**config.mk**
```make
export PLATFORM = sky130hd
export DESIGN_NAME = cgc_top
export DESIGN_NICKNAME = d
export VERILOG_FILES = /design/src/cgc_pkg.sv /design/src/cgc_di.sv /design/src/cgc_dq.sv /design/src/cgc_top.sv
export SDC_FILE = /design/constraint.sdc
export NUM_CORES = 2
export LEC_CHECK = 0
export ABC_AREA = 1
export BUFFER_PORTS_ARGS = -buffer_cell sky130_fd_sc_hd__buf_2
export CAP_MARGIN = 20
export CORE_ASPECT_RATIO = 1.2
export CORE_MARGIN = 4
export CORE_UTILIZATION = 40
export CTS_CLUSTER_DIAMETER = 150
export DETAILED_ROUTE_END_ITERATION = 12
export PLACE_DENSITY = 0.56
export RECOVER_POWER = 25
export SLEW_MARGIN = 20
export SYNTH_ARGS = -nofsm -noshare
export SYNTH_HDL_FRONTEND = slang
export SYNTH_SLANG_ARGS = --single-unit
```
**constraint.sdc**
```tcl
create_clock -name mclk -period 8.5 [get_ports mclk]
set_input_delay 0.85 -clock mclk [delete_from_list [all_inputs] [get_ports mclk]]
set_output_delay 0.85 -clock mclk [all_outputs]
set_load 0.03 [all_outputs]
```
**src/cgc_pkg.sv**
```systemverilog
// constants and types shared by the counter gate and compare logic
package cgc_pkg;
  // ****************************************
  // register map (byte addresses)
  // ****************************************
  localparam logic [7:0] OFS_CTRL = 8'h00;
  localparam logic [7:0] OFS_HI = 8'h04;
  localparam logic [7:0] OFS_LO = 8'h08;
  localparam logic [7:0] OFS_START = 8'h0C;
  localparam logic [7:0] OFS_CMP0 = 8'h10;
  localparam logic [7:0] OFS_CMP1 = 8'h14;
  localparam logic [7:0] OFS_DICFG = 8'h18;
  localparam logic [7:0] OFS_DQCFG = 8'h1C;
  localparam logic [7:0] OFS_HYST = 8'h20;
  localparam logic [7:0] OFS_STATUS = 8'h24;
  localparam logic [7:0] OFS_COUNT = 8'h28;
  // control fields
  localparam int CTRL_SWGATE = 0;
  localparam int CTRL_STOP = 1;
  localparam int CTRL_OPP = 2;
  localparam int CTRL_GCONT = 3;
  localparam int CTRL_ZSYNC = 4;
  localparam int DI_STRIDE = 4;
  localparam int DI_POL = 3;
  localparam int DI_DELAY = 8;
  localparam int DQ_STRIDE = 16;
  localparam int DQ_DIR = 3;
  localparam int DQ_MS = 8;
  localparam logic [31:0] HI_RESET = 32'h01FF_FFFF;
  // ****************************************
  // timing
  // ****************************************
  localparam int CLK_NS = 40;
  localparam int DELAY_NS = 50000;
  localparam int DELAY_CYC = (DELAY_NS + CLK_NS - 1) / CLK_NS;
  localparam int MS_NS = 1000000;
  localparam int MS_CYC = MS_NS / CLK_NS;
  // ****************************************
  // encodings
  // ****************************************
  localparam logic [2:0] DI_NONE = 3'h0;
  localparam logic [2:0] DI_LVL = 3'h1;
  localparam logic [2:0] DI_START = 3'h2;
  localparam logic [2:0] DI_STOP = 3'h3;
  localparam logic [2:0] DI_SYNC = 3'h4;
  localparam logic [2:0] DI_ZMEN = 3'h5;
  localparam logic [2:0] DQ_NONE = 3'h0;
  localparam logic [2:0] DQ_UPPER = 3'h1;
  localparam logic [2:0] DQ_LOWER = 3'h2;
  localparam logic [2:0] DQ_WINDOW = 3'h3;
  localparam logic [2:0] DQ_PULSE = 3'h4;
  localparam logic [1:0] DIR_BOTH = 2'h0;
  localparam logic [1:0] DIR_UP = 2'h1;
  localparam logic [1:0] DIR_DOWN = 2'h2;
  typedef enum logic [2:0] {
    ST_IDLE = 3'b001,
    ST_COUNT = 3'b010,
    ST_HALT = 3'b100
  } cgc_st_type;
endpackage

```
**src/cgc_di.sv**
```systemverilog
// aux input synchroniser, debounce and edge detect
module cgc_di (
  input wire logic mclk,
  input wire logic arst_n,
  input wire logic pin,
  input wire logic delay_on,
  output logic level,
  output logic rise,
  output logic fall
);
  typedef struct packed {
    logic s1;
    logic s2;
    logic lvl;
    logic [10:0] cnt;
    logic rise;
    logic fall;
  } cgc_di_type;
  cgc_di_type r_reg, r_next;

  always_comb begin
    r_next = r_reg;
    r_next.s1 = pin;
    r_next.s2 = r_reg.s1;
    r_next.rise = 1'b0;
    r_next.fall = 1'b0;
    if (r_reg.s2 == r_reg.lvl) begin
      r_next.cnt = 11'h000;
    end else if (!delay_on || r_reg.cnt == 11'(cgc_pkg::DELAY_CYC)) begin
      // accepted only once stable longer than the delay
      r_next.lvl = r_reg.s2;
      r_next.rise = r_reg.s2;
      r_next.fall = !r_reg.s2;
      r_next.cnt = 11'h000;
    end else begin
      r_next.cnt = r_reg.cnt + 11'h001;
    end
  end

  always_ff @(posedge mclk or negedge arst_n) begin
    if (!arst_n) begin
      r_reg <= '0;
    end else begin
      r_reg <= r_next;
    end
  end

  assign level = r_reg.lvl;
  assign rise = r_reg.rise;
  assign fall = r_reg.fall;
endmodule

```
**src/cgc_dq.sv**
```systemverilog
// one switched output: band, window and pulse compare with hysteresis
module cgc_dq (
  input wire logic mclk,
  input wire logic arst_n,
  input wire logic [2:0] fn,
  input wire logic [1:0] dir,
  input wire logic [7:0] ms,
  input wire logic [31:0] cnt,
  input wire logic [31:0] lo,
  input wire logic [31:0] hi,
  input wire logic [31:0] cmp_a,
  input wire logic [31:0] cmp_b,
  input wire logic [15:0] hyst,
  input wire logic evt,
  input wire logic up,
  input wire logic tick,
  output logic q
);
  typedef struct packed {
    logic q;
    logic lock;
    logic [7:0] timer;
  } cgc_dq_type;
  cgc_dq_type r_reg, r_next;
  logic dir_ok, band, in_h, want;

  // hysteresis range is clipped at the counting limits
  function automatic logic near(input logic [31:0] c, input logic [31:0] v);
    logic [31:0] a;
    logic [31:0] b;
    a = (c > lo + 32'(hyst)) ? c - 32'(hyst) : lo;
    b = (c + 32'(hyst) < hi) ? c + 32'(hyst) : hi;
    near = (v >= a) && (v <= b);
  endfunction

  always_comb begin
    r_next = r_reg;
    dir_ok = (dir == cgc_pkg::DIR_BOTH) || (dir == cgc_pkg::DIR_UP && up) ||
      (dir == cgc_pkg::DIR_DOWN && !up);
    in_h = (hyst != 16'h0000) &&
      (near(cmp_a, cnt) || (fn == cgc_pkg::DQ_WINDOW && near(cmp_b, cnt)));
    r_next.lock = r_reg.lock && in_h;
    case (fn)
      cgc_pkg::DQ_UPPER: band = (cmp_a <= cnt) && (cnt <= hi);
      cgc_pkg::DQ_LOWER: band = (lo <= cnt) && (cnt <= cmp_a);
      cgc_pkg::DQ_WINDOW: band = (cmp_a <= cnt) && (cnt <= cmp_b);
      default: band = 1'b0;
    endcase
    want = (fn == cgc_pkg::DQ_WINDOW && !(evt && dir_ok)) ? r_reg.q : band;
    case (fn)
      cgc_pkg::DQ_UPPER, cgc_pkg::DQ_LOWER, cgc_pkg::DQ_WINDOW: begin
        if (want != r_reg.q && !r_reg.lock) begin
          r_next.q = want;
          r_next.lock = in_h;
        end
      end
      cgc_pkg::DQ_PULSE: begin
        if (evt && dir_ok && cnt == cmp_a && !r_reg.lock) begin
          r_next.q = 1'b1;
          r_next.timer = ms;
          r_next.lock = in_h;
        end else if (r_reg.q && r_reg.timer == 8'h00) begin
          // zero duration: held until the next count pulse
          r_next.q = !evt;
        end else if (r_reg.q && tick) begin
          // first millisecond may be short by up to one tick period
          r_next.timer = r_reg.timer - 8'h01;
          r_next.q = r_reg.timer != 8'h01;
        end
      end
      default: begin
        r_next.q = 1'b0;
        r_next.lock = 1'b0;
      end
    endcase
  end

  always_ff @(posedge mclk or negedge arst_n) begin
    if (!arst_n) begin
      r_reg <= '0;
    end else begin
      r_reg <= r_next;
    end
  end

  assign q = r_reg.q;
endmodule

```
**src/cgc_top.sv**
```systemverilog
// counter with gate control, limit reaction, aux inputs and switched outputs
// How it works
// stop reaction: limit violation stops counting and closes internal gate
// after a limit stop, counting resumes only after gate close and reopen
// continue reaction: counting goes on after a limit violation
// on violation counter loads start value or opposite limit per reset option
// gate opening loads start value or continues from last value
// gate-start reaction applies only when a hardware gate is configured
// level gate input holds hardware gate open while active, closed otherwise
// edge gate-start or gate-stop input opens or closes hardware gate
// sync input edge loads start value into counter
// zero-mark enable input permits zero-mark sync only while active
// input without function does nothing but its level is reported
// software assigns each input function to at most one input
// input change accepted only after stable longer than shared delay
// level functions use configured active level, high or low
// edge functions use configured rising or falling edge
// upper band: output active when comparison <= count <= high limit
// lower band: output active when low limit <= count <= comparison
// window on output 1 only, with output 0 unused; cmp0 <= count <= cmp1
// pulse mode: on match output active for set ms, zero until next pulse
// output with no function is always driven low
// window and pulse switch only in configured count direction
// hysteresis range blocks re-switching until count leaves it; 0 disables
// software keeps high limit within 25 bits and above low limit
// internal gate open only when software and configured hardware gate open
module cgc_top #(
  parameter int MS_CYCLES = cgc_pkg::MS_CYC
) (
  input wire logic mclk,
  input wire logic arst_n,
  input wire logic psel,
  input wire logic penable,
  input wire logic pwrite,
  input wire logic [7:0] paddr,
  input wire logic [31:0] pwdata,
  output logic [31:0] prdata,
  output logic pready,
  output logic pslverr,
  input wire logic count_pulse,
  input wire logic count_up,
  input wire logic zero_mark,
  input wire logic aux_input_0,
  input wire logic aux_input_1,
  output logic switch_output_0,
  output logic switch_output_1
);
  typedef struct packed {
    cgc_pkg::cgc_st_type st;
    logic [31:0] ctrl;
    logic [31:0] hi;
    logic [31:0] lo;
    logic [31:0] start;
    logic [31:0] cmp0;
    logic [31:0] cmp1;
    logic [31:0] dicfg;
    logic [31:0] dqcfg;
    logic [15:0] hyst;
    logic [31:0] cnt;
    logic dir;
    logic evt;
    logic hardware_gate;
    logic [23:0] div;
    logic tick;
    logic rdy;
    logic err;
    logic [31:0] rdata;
  } cgc_state_type;
  cgc_state_type r_reg, r_next;

  logic [1:0] di_lvl, di_rise, di_fall, di_act, di_edge;
  logic [1:0] pin_in, q_out;
  logic [1:0] is_lvl, is_start, is_stop, is_sync, is_zm;
  logic hw_cfg, gate, viol, sync_evt, zm_ok;
  logic [31:0] rd_mux;
  logic [2:0] dq_fn [2];
  logic [31:0] dq_a [2];

  // ****************************************
  // decode helpers
  // ****************************************
  function automatic logic [1:0] fn_is(input logic [31:0] cfg, input logic [2:0] code);
    for (int k = 0; k < 2; k++) begin
      fn_is[k] = cfg[k * cgc_pkg::DI_STRIDE +: 3] == code;
    end
  endfunction

  function automatic logic mapped(input logic [7:0] a);
    case (a)
      cgc_pkg::OFS_CTRL, cgc_pkg::OFS_HI, cgc_pkg::OFS_LO, cgc_pkg::OFS_START,
      cgc_pkg::OFS_CMP0, cgc_pkg::OFS_CMP1, cgc_pkg::OFS_DICFG, cgc_pkg::OFS_DQCFG,
      cgc_pkg::OFS_HYST, cgc_pkg::OFS_STATUS, cgc_pkg::OFS_COUNT: mapped = 1'b1;
      default: mapped = 1'b0;
    endcase
  endfunction

  // ****************************************
  // aux inputs
  // ****************************************
  assign pin_in = {aux_input_1, aux_input_0};

  genvar gi;
  generate
    for (gi = 0; gi < 2; gi++) begin : g_di
      cgc_di u_di (
        .mclk(mclk),
        .arst_n(arst_n),
        .pin(pin_in[gi]),
        .delay_on(r_reg.dicfg[cgc_pkg::DI_DELAY]),
        .level(di_lvl[gi]),
        .rise(di_rise[gi]),
        .fall(di_fall[gi])
      );
      // polarity bit: 1 = active low / falling edge
      assign di_act[gi] = di_lvl[gi] ^ r_reg.dicfg[gi * cgc_pkg::DI_STRIDE + cgc_pkg::DI_POL];
      assign di_edge[gi] = r_reg.dicfg[gi * cgc_pkg::DI_STRIDE + cgc_pkg::DI_POL] ?
        di_fall[gi] : di_rise[gi];
    end
  endgenerate

  // inputs sharing a function are ORed; software keeps them unique
  assign is_lvl = fn_is(r_reg.dicfg, cgc_pkg::DI_LVL);
  assign is_start = fn_is(r_reg.dicfg, cgc_pkg::DI_START);
  assign is_stop = fn_is(r_reg.dicfg, cgc_pkg::DI_STOP);
  assign is_sync = fn_is(r_reg.dicfg, cgc_pkg::DI_SYNC);
  assign is_zm = fn_is(r_reg.dicfg, cgc_pkg::DI_ZMEN);
  assign hw_cfg = |(is_lvl | is_start | is_stop);
  assign gate = r_reg.ctrl[cgc_pkg::CTRL_SWGATE] && (!hw_cfg || r_reg.hardware_gate);
  assign sync_evt = |(is_sync & di_edge);
  assign zm_ok = r_reg.ctrl[cgc_pkg::CTRL_ZSYNC] && zero_mark &&
    (!(|is_zm) || |(is_zm & di_act));
  assign viol = count_up ? (r_reg.cnt == r_reg.hi) : (r_reg.cnt == r_reg.lo);

  // ****************************************
  // register read mux
  // ****************************************
  always_comb begin
    case (paddr)
      cgc_pkg::OFS_CTRL: rd_mux = r_reg.ctrl;
      cgc_pkg::OFS_HI: rd_mux = r_reg.hi;
      cgc_pkg::OFS_LO: rd_mux = r_reg.lo;
      cgc_pkg::OFS_START: rd_mux = r_reg.start;
      cgc_pkg::OFS_CMP0: rd_mux = r_reg.cmp0;
      cgc_pkg::OFS_CMP1: rd_mux = r_reg.cmp1;
      cgc_pkg::OFS_DICFG: rd_mux = r_reg.dicfg;
      cgc_pkg::OFS_DQCFG: rd_mux = r_reg.dqcfg;
      cgc_pkg::OFS_HYST: rd_mux = {16'h0000, r_reg.hyst};
      // unassigned inputs still reported; internal gate reads closed when halted
      cgc_pkg::OFS_STATUS: rd_mux = {24'h000000, q_out, r_reg.st == cgc_pkg::ST_HALT,
        r_reg.hardware_gate, r_reg.st == cgc_pkg::ST_COUNT, r_reg.dir, di_lvl};
      cgc_pkg::OFS_COUNT: rd_mux = r_reg.cnt;
      default: rd_mux = 32'h0000_0000;
    endcase
  end

  // ****************************************
  // next state
  // ****************************************
  always_comb begin
    r_next = r_reg;
    r_next.evt = 1'b0;
    r_next.tick = r_reg.div == 24'(MS_CYCLES - 1);
    r_next.div = r_next.tick ? 24'h000000 : r_reg.div + 24'h000001;
    // hardware gate; stop edge wins over a simultaneous start edge
    if (|is_lvl) begin
      r_next.hardware_gate = |(is_lvl & di_act);
    end else if (|(is_stop & di_edge)) begin
      r_next.hardware_gate = 1'b0;
    end else if (|(is_start & di_edge)) begin
      r_next.hardware_gate = 1'b1;
    end
    case (r_reg.st)
      cgc_pkg::ST_IDLE: begin
        if (gate) begin
          r_next.st = cgc_pkg::ST_COUNT;
          if (hw_cfg && !r_reg.ctrl[cgc_pkg::CTRL_GCONT]) begin
            r_next.cnt = r_reg.start;
          end
        end
      end
      cgc_pkg::ST_COUNT: begin
        if (!gate) begin
          r_next.st = cgc_pkg::ST_IDLE;
        end else if (count_pulse) begin
          r_next.dir = count_up;
          r_next.evt = 1'b1;
          if (viol) begin
            if (r_reg.ctrl[cgc_pkg::CTRL_OPP]) begin
              r_next.cnt = count_up ? r_reg.lo : r_reg.hi;
            end else begin
              r_next.cnt = r_reg.start;
            end
            if (r_reg.ctrl[cgc_pkg::CTRL_STOP]) begin
              r_next.st = cgc_pkg::ST_HALT;
            end
          end else begin
            r_next.cnt = count_up ? r_reg.cnt + 32'h1 : r_reg.cnt - 32'h1;
          end
        end
      end
      cgc_pkg::ST_HALT: begin
        // only a closed gate releases the stop
        if (!gate) begin
          r_next.st = cgc_pkg::ST_IDLE;
        end
      end
      default: r_next.st = cgc_pkg::ST_IDLE;
    endcase
    if (sync_evt || zm_ok) begin
      r_next.cnt = r_reg.start;
    end
    // apb slave: one wait state, answer registered
    r_next.rdy = 1'b0;
    r_next.err = 1'b0;
    if (psel && penable && !r_reg.rdy) begin
      r_next.rdy = 1'b1;
      r_next.err = !mapped(paddr);
      r_next.rdata = (pwrite || !mapped(paddr)) ? 32'h0000_0000 : rd_mux;
    end
    if (psel && penable && r_reg.rdy && pwrite) begin
      case (paddr)
        cgc_pkg::OFS_CTRL: r_next.ctrl = pwdata;
        cgc_pkg::OFS_HI: r_next.hi = pwdata;
        cgc_pkg::OFS_LO: r_next.lo = pwdata;
        cgc_pkg::OFS_START: r_next.start = pwdata;
        cgc_pkg::OFS_CMP0: r_next.cmp0 = pwdata;
        cgc_pkg::OFS_CMP1: r_next.cmp1 = pwdata;
        cgc_pkg::OFS_DICFG: r_next.dicfg = pwdata;
        cgc_pkg::OFS_DQCFG: r_next.dqcfg = pwdata;
        cgc_pkg::OFS_HYST: r_next.hyst = pwdata[15:0];
        default: r_next.rdy = 1'b0;
      endcase
      r_next.rdy = 1'b0;
    end
  end

  always_ff @(posedge mclk or negedge arst_n) begin
    if (!arst_n) begin
      r_reg <= '0;
      r_reg.st <= cgc_pkg::ST_IDLE;
      r_reg.hi <= cgc_pkg::HI_RESET;
    end else begin
      r_reg <= r_next;
    end
  end

  // ****************************************
  // switched outputs
  // ****************************************
  always_comb begin
    dq_fn[0] = (r_reg.dqcfg[2:0] == cgc_pkg::DQ_WINDOW) ? cgc_pkg::DQ_NONE : r_reg.dqcfg[2:0];
    dq_fn[1] = r_reg.dqcfg[cgc_pkg::DQ_STRIDE +: 3];
    if (dq_fn[1] == cgc_pkg::DQ_WINDOW && r_reg.dqcfg[2:0] != cgc_pkg::DQ_NONE) begin
      dq_fn[1] = cgc_pkg::DQ_NONE;
    end
    dq_a[0] = r_reg.cmp0;
    dq_a[1] = (dq_fn[1] == cgc_pkg::DQ_WINDOW) ? r_reg.cmp0 : r_reg.cmp1;
  end

  generate
    for (gi = 0; gi < 2; gi++) begin : g_dq
      cgc_dq u_dq (
        .mclk(mclk),
        .arst_n(arst_n),
        .fn(dq_fn[gi]),
        .dir(r_reg.dqcfg[gi * cgc_pkg::DQ_STRIDE + cgc_pkg::DQ_DIR +: 2]),
        .ms(r_reg.dqcfg[gi * cgc_pkg::DQ_STRIDE + cgc_pkg::DQ_MS +: 8]),
        .cnt(r_reg.cnt),
        .lo(r_reg.lo),
        .hi(r_reg.hi),
        .cmp_a(dq_a[gi]),
        .cmp_b(r_reg.cmp1),
        .hyst(r_reg.hyst),
        .evt(r_reg.evt),
        .up(r_reg.dir),
        .tick(r_reg.tick),
        .q(q_out[gi])
      );
    end
  endgenerate

  assign switch_output_0 = q_out[0];
  assign switch_output_1 = q_out[1];
  assign prdata = r_reg.rdata;
  assign pready = r_reg.rdy;
  assign pslverr = r_reg.err;
endmodule

```
Word level (Yosys, flattened, before mapping)
Cells that the tools add are included.
{ "word_totals": {"register_bits": 421, "output_inout_bits": 36, "input_bits": 50} }
{ "op_classes": {"bitwise_logic": 11, "reduce_logical": 108, "addsub": 14, "n_lt_le_gt_ge": 19, "n_eq_ne": 65, "n_mux": 70} }
{ "ops": {"columns": ["operator", "n"], "rows": [
  ["two-way mux 32 bit", 15],
  ["case mux 32 bit (11 select lines)", 1],
  ["<= comparator 32 bit", 10],
  ["adder 32 x 16 -> 32 bit", 4],
  ["== test 32 bit", 4],
  ["two-way mux 34 bit", 3],
  [">= comparator 32 bit", 3],
  ["greater-than comparator 32 bit", 3],
  ["less-than comparator 32 bit", 3],
  ["subtractor 32 x 16 -> 32 bit", 3],
  ["case mux 32 bit (2 select lines)", 1],
  ["two-way mux 8 bit", 6],
  ["two-way mux 11 bit", 4],
  ["logical AND 1 bit", 42],
  ["== test 3 x 2 -> 1 bit, second input constant", 11],
  ["adder 32 x 1 -> 32 bit, second input constant", 1],
  ["== test 8 x 5 -> 1 bit, second input constant", 4],
  ["subtractor 32 x 1 -> 32 bit, second input constant", 1],
  ["AND reduction 2 bit", 13],
  ["adder 24 x 1 -> 24 bit, second input constant", 1],
  ["== test 24 x 15 -> 1 bit, second input constant", 1],
  ["== test 8 x 6 -> 1 bit, second input constant", 3],
  ["logical NOT 8 bit", 3],
  ["two-way mux 24 bit", 1],
  ["38 further kinds", 146]
]} }

Logic depth before layout (Yosys ltp)
{ "logic_depth": {"depth_word": 15, "ltp_mapped": 47, "mapped_depth_nobuf": 42} }

Hierarchy
From an unflattened synthesis, not the netlist that was laid out.
{ "hier_totals": {"hier_cells": 8748, "area_unflattened_um2": 57102.3} }
{ "modules_own_cells": {"columns": ["module", "seq_area_each_um2", "cells_each", "area_each_um2", "n_inst"], "rows": [
  ["cgc_top", 9266.4, 3046, 21510.6, 1],
  ["cgc_dq at g_dq[1].u_dq", 250.2, 2746, 16986.3, 1],
  ["cgc_dq at g_dq[0].u_dq", 250.2, 2754, 16978.8, 1],
  ["cgc_di", 400.4, 101, 813.3, 2]
]} }

Least setup slack after synthesis
OpenSTA, ideal clock, no wires.
{ "synth_timing": {"path_type": "register to register", "startpoint": "register r_reg[126] (netlist bit)", "endpoint": "register g_dq[1].u_dq.r_reg[8] (netlist bit)", "stages_incl_launch_ff": 45, "synth_period_minus_slack_ps": 6103, "setup_time_ps": 126, "arrival_ps": 5977, "path_slack_ps": 2397, "cell_sequence": "dfrtp_1 -> nand2_1 -> nor2_2 -> nand3_2 -> buf_6 -> buf_6 -> buf_2 -> clkbuf_1 -> nand2_1 -> o21ai_0 -> ha_1 -> inv_1 -> fa_1 -> nor2_1 -> o21ai_0 -> nand2_1 -> nand3_1 -> nand2_1 -> (+9 left out) -> nand2_1 -> nor2_1 -> nand4_1 -> nor4_1 -> nand2_1 -> nand2_1 -> clkbuf_1 -> o21ai_0 -> ha_1 -> nand2_1 -> nor3_1 -> and3_1 -> o21ai_0 -> a22o_1 -> nand2_1 -> nand2_1 -> nand2_1 -> a21oi_1"} }
{ "synth_rtl": {"columns": ["element", "line_no", "source"], "rows": [
  ["start: declaration", "cgc_top.sv:69", "cgc_state_type r_reg, r_next;"],
  ["start signal: assignment", "cgc_top.sv:243", "r_reg <= r_next;"],
  ["end signal: assignment", "cgc_dq.sv:82", "r_reg <= r_next;"],
  ["end: declaration", "cgc_dq.sv:24", "cgc_dq_type r_reg, r_next;"]
]} }

==> impl_metrics.json <==
{
  "status": "finished with violations",
  "violations": "max-capacitance violations, max-slew violations",
  "gr-total-overflow": 0,
  "fp.dieW_um": 310,
  "finalPower_w": 0.00575,
  "timing.final.crit_share_pct": 90.0,
  "wl_per_cell_um": 24.3,
  "synth.avg_cell_area_um2": 7.11,
  "yosysSeqAreaShare_pct": 24.2,
  "clock_skew_ns": 0.0150,
  "drive_gt1_share_pct": 6.25,
  "holdCritPathClass": "reg2reg",
  "drv_cap": 3,
  "fin_tns_setup_ns": 0,
  "largest_reg_flops": 303,
  "cpMaxStageDelayCell": "dfrtp_1",
  "synth_area_um2": 43700,
  "fin_cells": 7596,
  "clk_latency_ns": 0.56,
  "slew_violations": 146,
  "placed_cells": 7522,
  "setup_viol_count_final": 0,
  "critPathMaxStageDelay_ns": 0.74,
  "drt_iter0_drc": 4418,
  "nets": 6909,
  "ys_async_sr_fraction_pct": 100,
  "clkTransAtPathRegs_ns": 0.07,
  "final-hold-violation-count": 0,
  "wl_met3_um": 14600,
  "ant_nets": 0,
  "yosysTopAreaCell": "dfrtp_1",
  "hpwl_um": 145000,
  "cts_max_level": 2,
  "fillers": 11213,
  "firstDrtPassIters": 6,
  "area_growth_pct": 7.94,
  "critPathMaxFanout": 34,
  "path_buf_inv": 4,
  "m1WireLength_um": 78700,
  "min-delay-start": "g_di[0].u_di.r_next[14]$_DFF_PN0_",
  "max_freq_ghz": 0.131,
  "required_ns": 8.99,
  "relSlewSlack_pct": -215,
  "grt_max_degree": 151,
  "routed_wirelength_um": 185000,
  "cpLargestDelayFamily": "simple AND/OR/NAND/NOR gates",
  "drc": 0,
  "start_util_pct": 40.4,
  "core_area_um2": 108000,
  "synth_edf_count": 0,
  "cts.path.max_buffers": 3,
  "cp.arrival_ns": 8.13,
  "vias_per_cell": 5.84,
  "post_cts_buffers": 0,
  "leakage_nw": 23.3,
  "synth_area_leaders": "dfrtp_1 23%, ha_1 20%, nand2_1 11%",
  "synthFlopType": "dfrtp_1",
  "cts_root_buf": "clkbuf_16",
  "fin_crit_ns": 7.65,
  "synth_top_area_share_pct": 22.6,
  "dieHeight_um": 370,
  "syn_nets": 6899,
  "synth_cells": 6148,
  "endpoint_kind": "flip-flop",
  "grt_pass1_wl_um": 270000,
  "cts_inserted_buffers": 40,
  "irDropWorstVdd_mv": 0.176,
  "vias": 44375,
  "cts_sinks": 421,
  "first_global_vias": 42152,
  "portBuffers": 85,
  "yosysWarnings": 0,
  "dr_wl_met2_um": 82600,
  "cts_tree": "done",
  "critPathMostFrequentCell": "nand2_1",
  "gp_congestion": 0.997,
  "antenna_found_initial": 4,
  "synth_seq_cells": 421,
  "post_cts_resized": 0,
  "hold_buffers": 0,
  "startpoint_type": "flip-flop",
  "worst_slew_pin_slew_ns": 4.72,
  "num_rows": 132,
  "synth_cell_type_count": 60,
  "worstSetupStartpoint": "r_reg[95]$_DFFE_PN0P_",
  "ios": 86,
  "timing.rr.start": "r_reg[95]$_DFFE_PN0P_",
  "rsz0062_at_grt": "no",
  "dieArea_um2": 115000,
  "worst_hold_slack_ns": 0.351,
  "track_usage_pct": 31.4,
  "top_layer_used": "met5",
  "cellPowerDensity_nw_per_um2": 122,
  "critPathKind": "reg2reg"
}
-- logic make-up (layout without fill, tap and decap cells) --
logic type	Yosys count	after routing	share of synthesized area, %
xor gates and xnor gates	226	226	4.53
DFF	421	421	24.2
AOI/OAI and AO/OA	1668	1668	21.6
adders and majority gates	701	701	20.2
and+or+nand+nor	2165	2165	20.8
other	0	1	0
muxes	4	4	0.103
buffers and inverters	963	1003	8.66
-- power by group --
| part | internal (W) | leakage (nW) | switching (W) | total [W] |
|---|---|---|---|---|
| sequential | 0.00203 | 5.65 | 0.0000274 | 0.00205 |
| clock | 0.00106 | 0.656 | 0.000822 | 0.00188 |
| combinational | 0.000611 | 17.0 | 0.00121 | 0.00182 |
| total | 0.00370 | 23.3 | 0.00206 | 0.00575 |
-- final timing paths --
check | endpoint | slack, ns | cells after the start
setup / recovery | g_dq[0].u_dq.r_reg[8]$_DFF_PN0_ | 0.85 | 32
hold / removal | g_di[0].u_di.r_reg[14]$_DFF_PN0_ | 0.35 | 0
setup reg to reg | g_dq[0].u_dq.r_reg[8]$_DFF_PN0_ | 0.85 | 32
hold reg to reg | g_di[0].u_di.r_reg[14]$_DFF_PN0_ | 0.35 | 0
max in group asynchronous | r_reg[336]$_DFFE_PN0P_ | 2.28 | 3
min in group asynchronous | r_reg[171]$_DFFE_PN0P_ | 1.98 | 1
-- cell usage after synthesis (36+ instances only) --
cell,instances
xor2_1,197
ha_1,693
a21oi_1,509
nand2_1,1248
nand4_1,91
o22ai_1,87
clkbuf_1,181
inv_1,696
nor3_1,87
a31oi_1,54
o211ai_1,36
nor4_1,51
dfrtp_1,395
nor2_1,430
nand3_1,199
o21ai_0,721
a221oi_1,48
-- per-layer routing --
| metal | up-vias | global-route usage [%] |
|---|---|---|
| li1 | 21088 | - |
| met1 | 21072 | 43.0 |
| met3 | 324 | 3.60 |
| met2 | 1889 | 50.6 |
| met4 | 2 | 12.8 |
| met5 | - | 0 |
-- stage by stage --
| stage | instance area [um2] | util (%) | setup WS [ns] |
|---|---|---|---|
| detailed placement | 45800 | 42.4 | 0.899 |
| CTS | 47200 | 43.6 | 0.863 |
| finish | 47200 | 43.6 | 0.851 |
| global placement | 45800 | 42.4 | 0.304 |
| floorplan | 43700 | - | 2.40 |
| global route | 47200 | 43.6 | 0.184 |
-- area by class of cell --
type | count | area, um2 | share of cell area [%]
antenna | 1 | 2.50 | 0.00530
sequential | 421 | 10600 | 22.4
clock inverter | 12 | 141 | 0.300
timing repair buffer | 211 | 1400 | 2.97
tap | 1407 | 1760 | 3.73
clock buffer | 60 | 1190 | 2.52
multi-input combinational | 4764 | 29400 | 62.3
inverter | 720 | 2700 | 5.73
-- cells in the final DEF, fill, tap and decap left out, types with 9 or more instances in the layout --
cell type  instances
nand3b_1          10
o22ai_1           87
clkbuf_8           9
a21oi_1          509
o21ai_2            9
o21ai_0          721
o21bai_1          15
buf_4            121
o21a_1            25
nor2_1           426
nand2_1         1236
dfrtp_1          394
clkbuf_16         41
nor2_2            14
xor2_1           197
o221ai_1          33
a22o_1            29
buf_2             84
nor4_1            50
nor3_1            86
a31oi_1           54
ha_1             693
dfstp_2           26
nor3b_1            9
nand4_1           91
xnor2_1           29
a221oi_1          48
a21o_1            16
a21boi_0           9
nand2_2           13
nand3_1          199
o21ai_1           26
a211oi_1          22
inv_1            695
o211ai_1          36
clkbuf_1          13
inv_2             19
No activity file was read; power rests on OpenSTA's default activity.
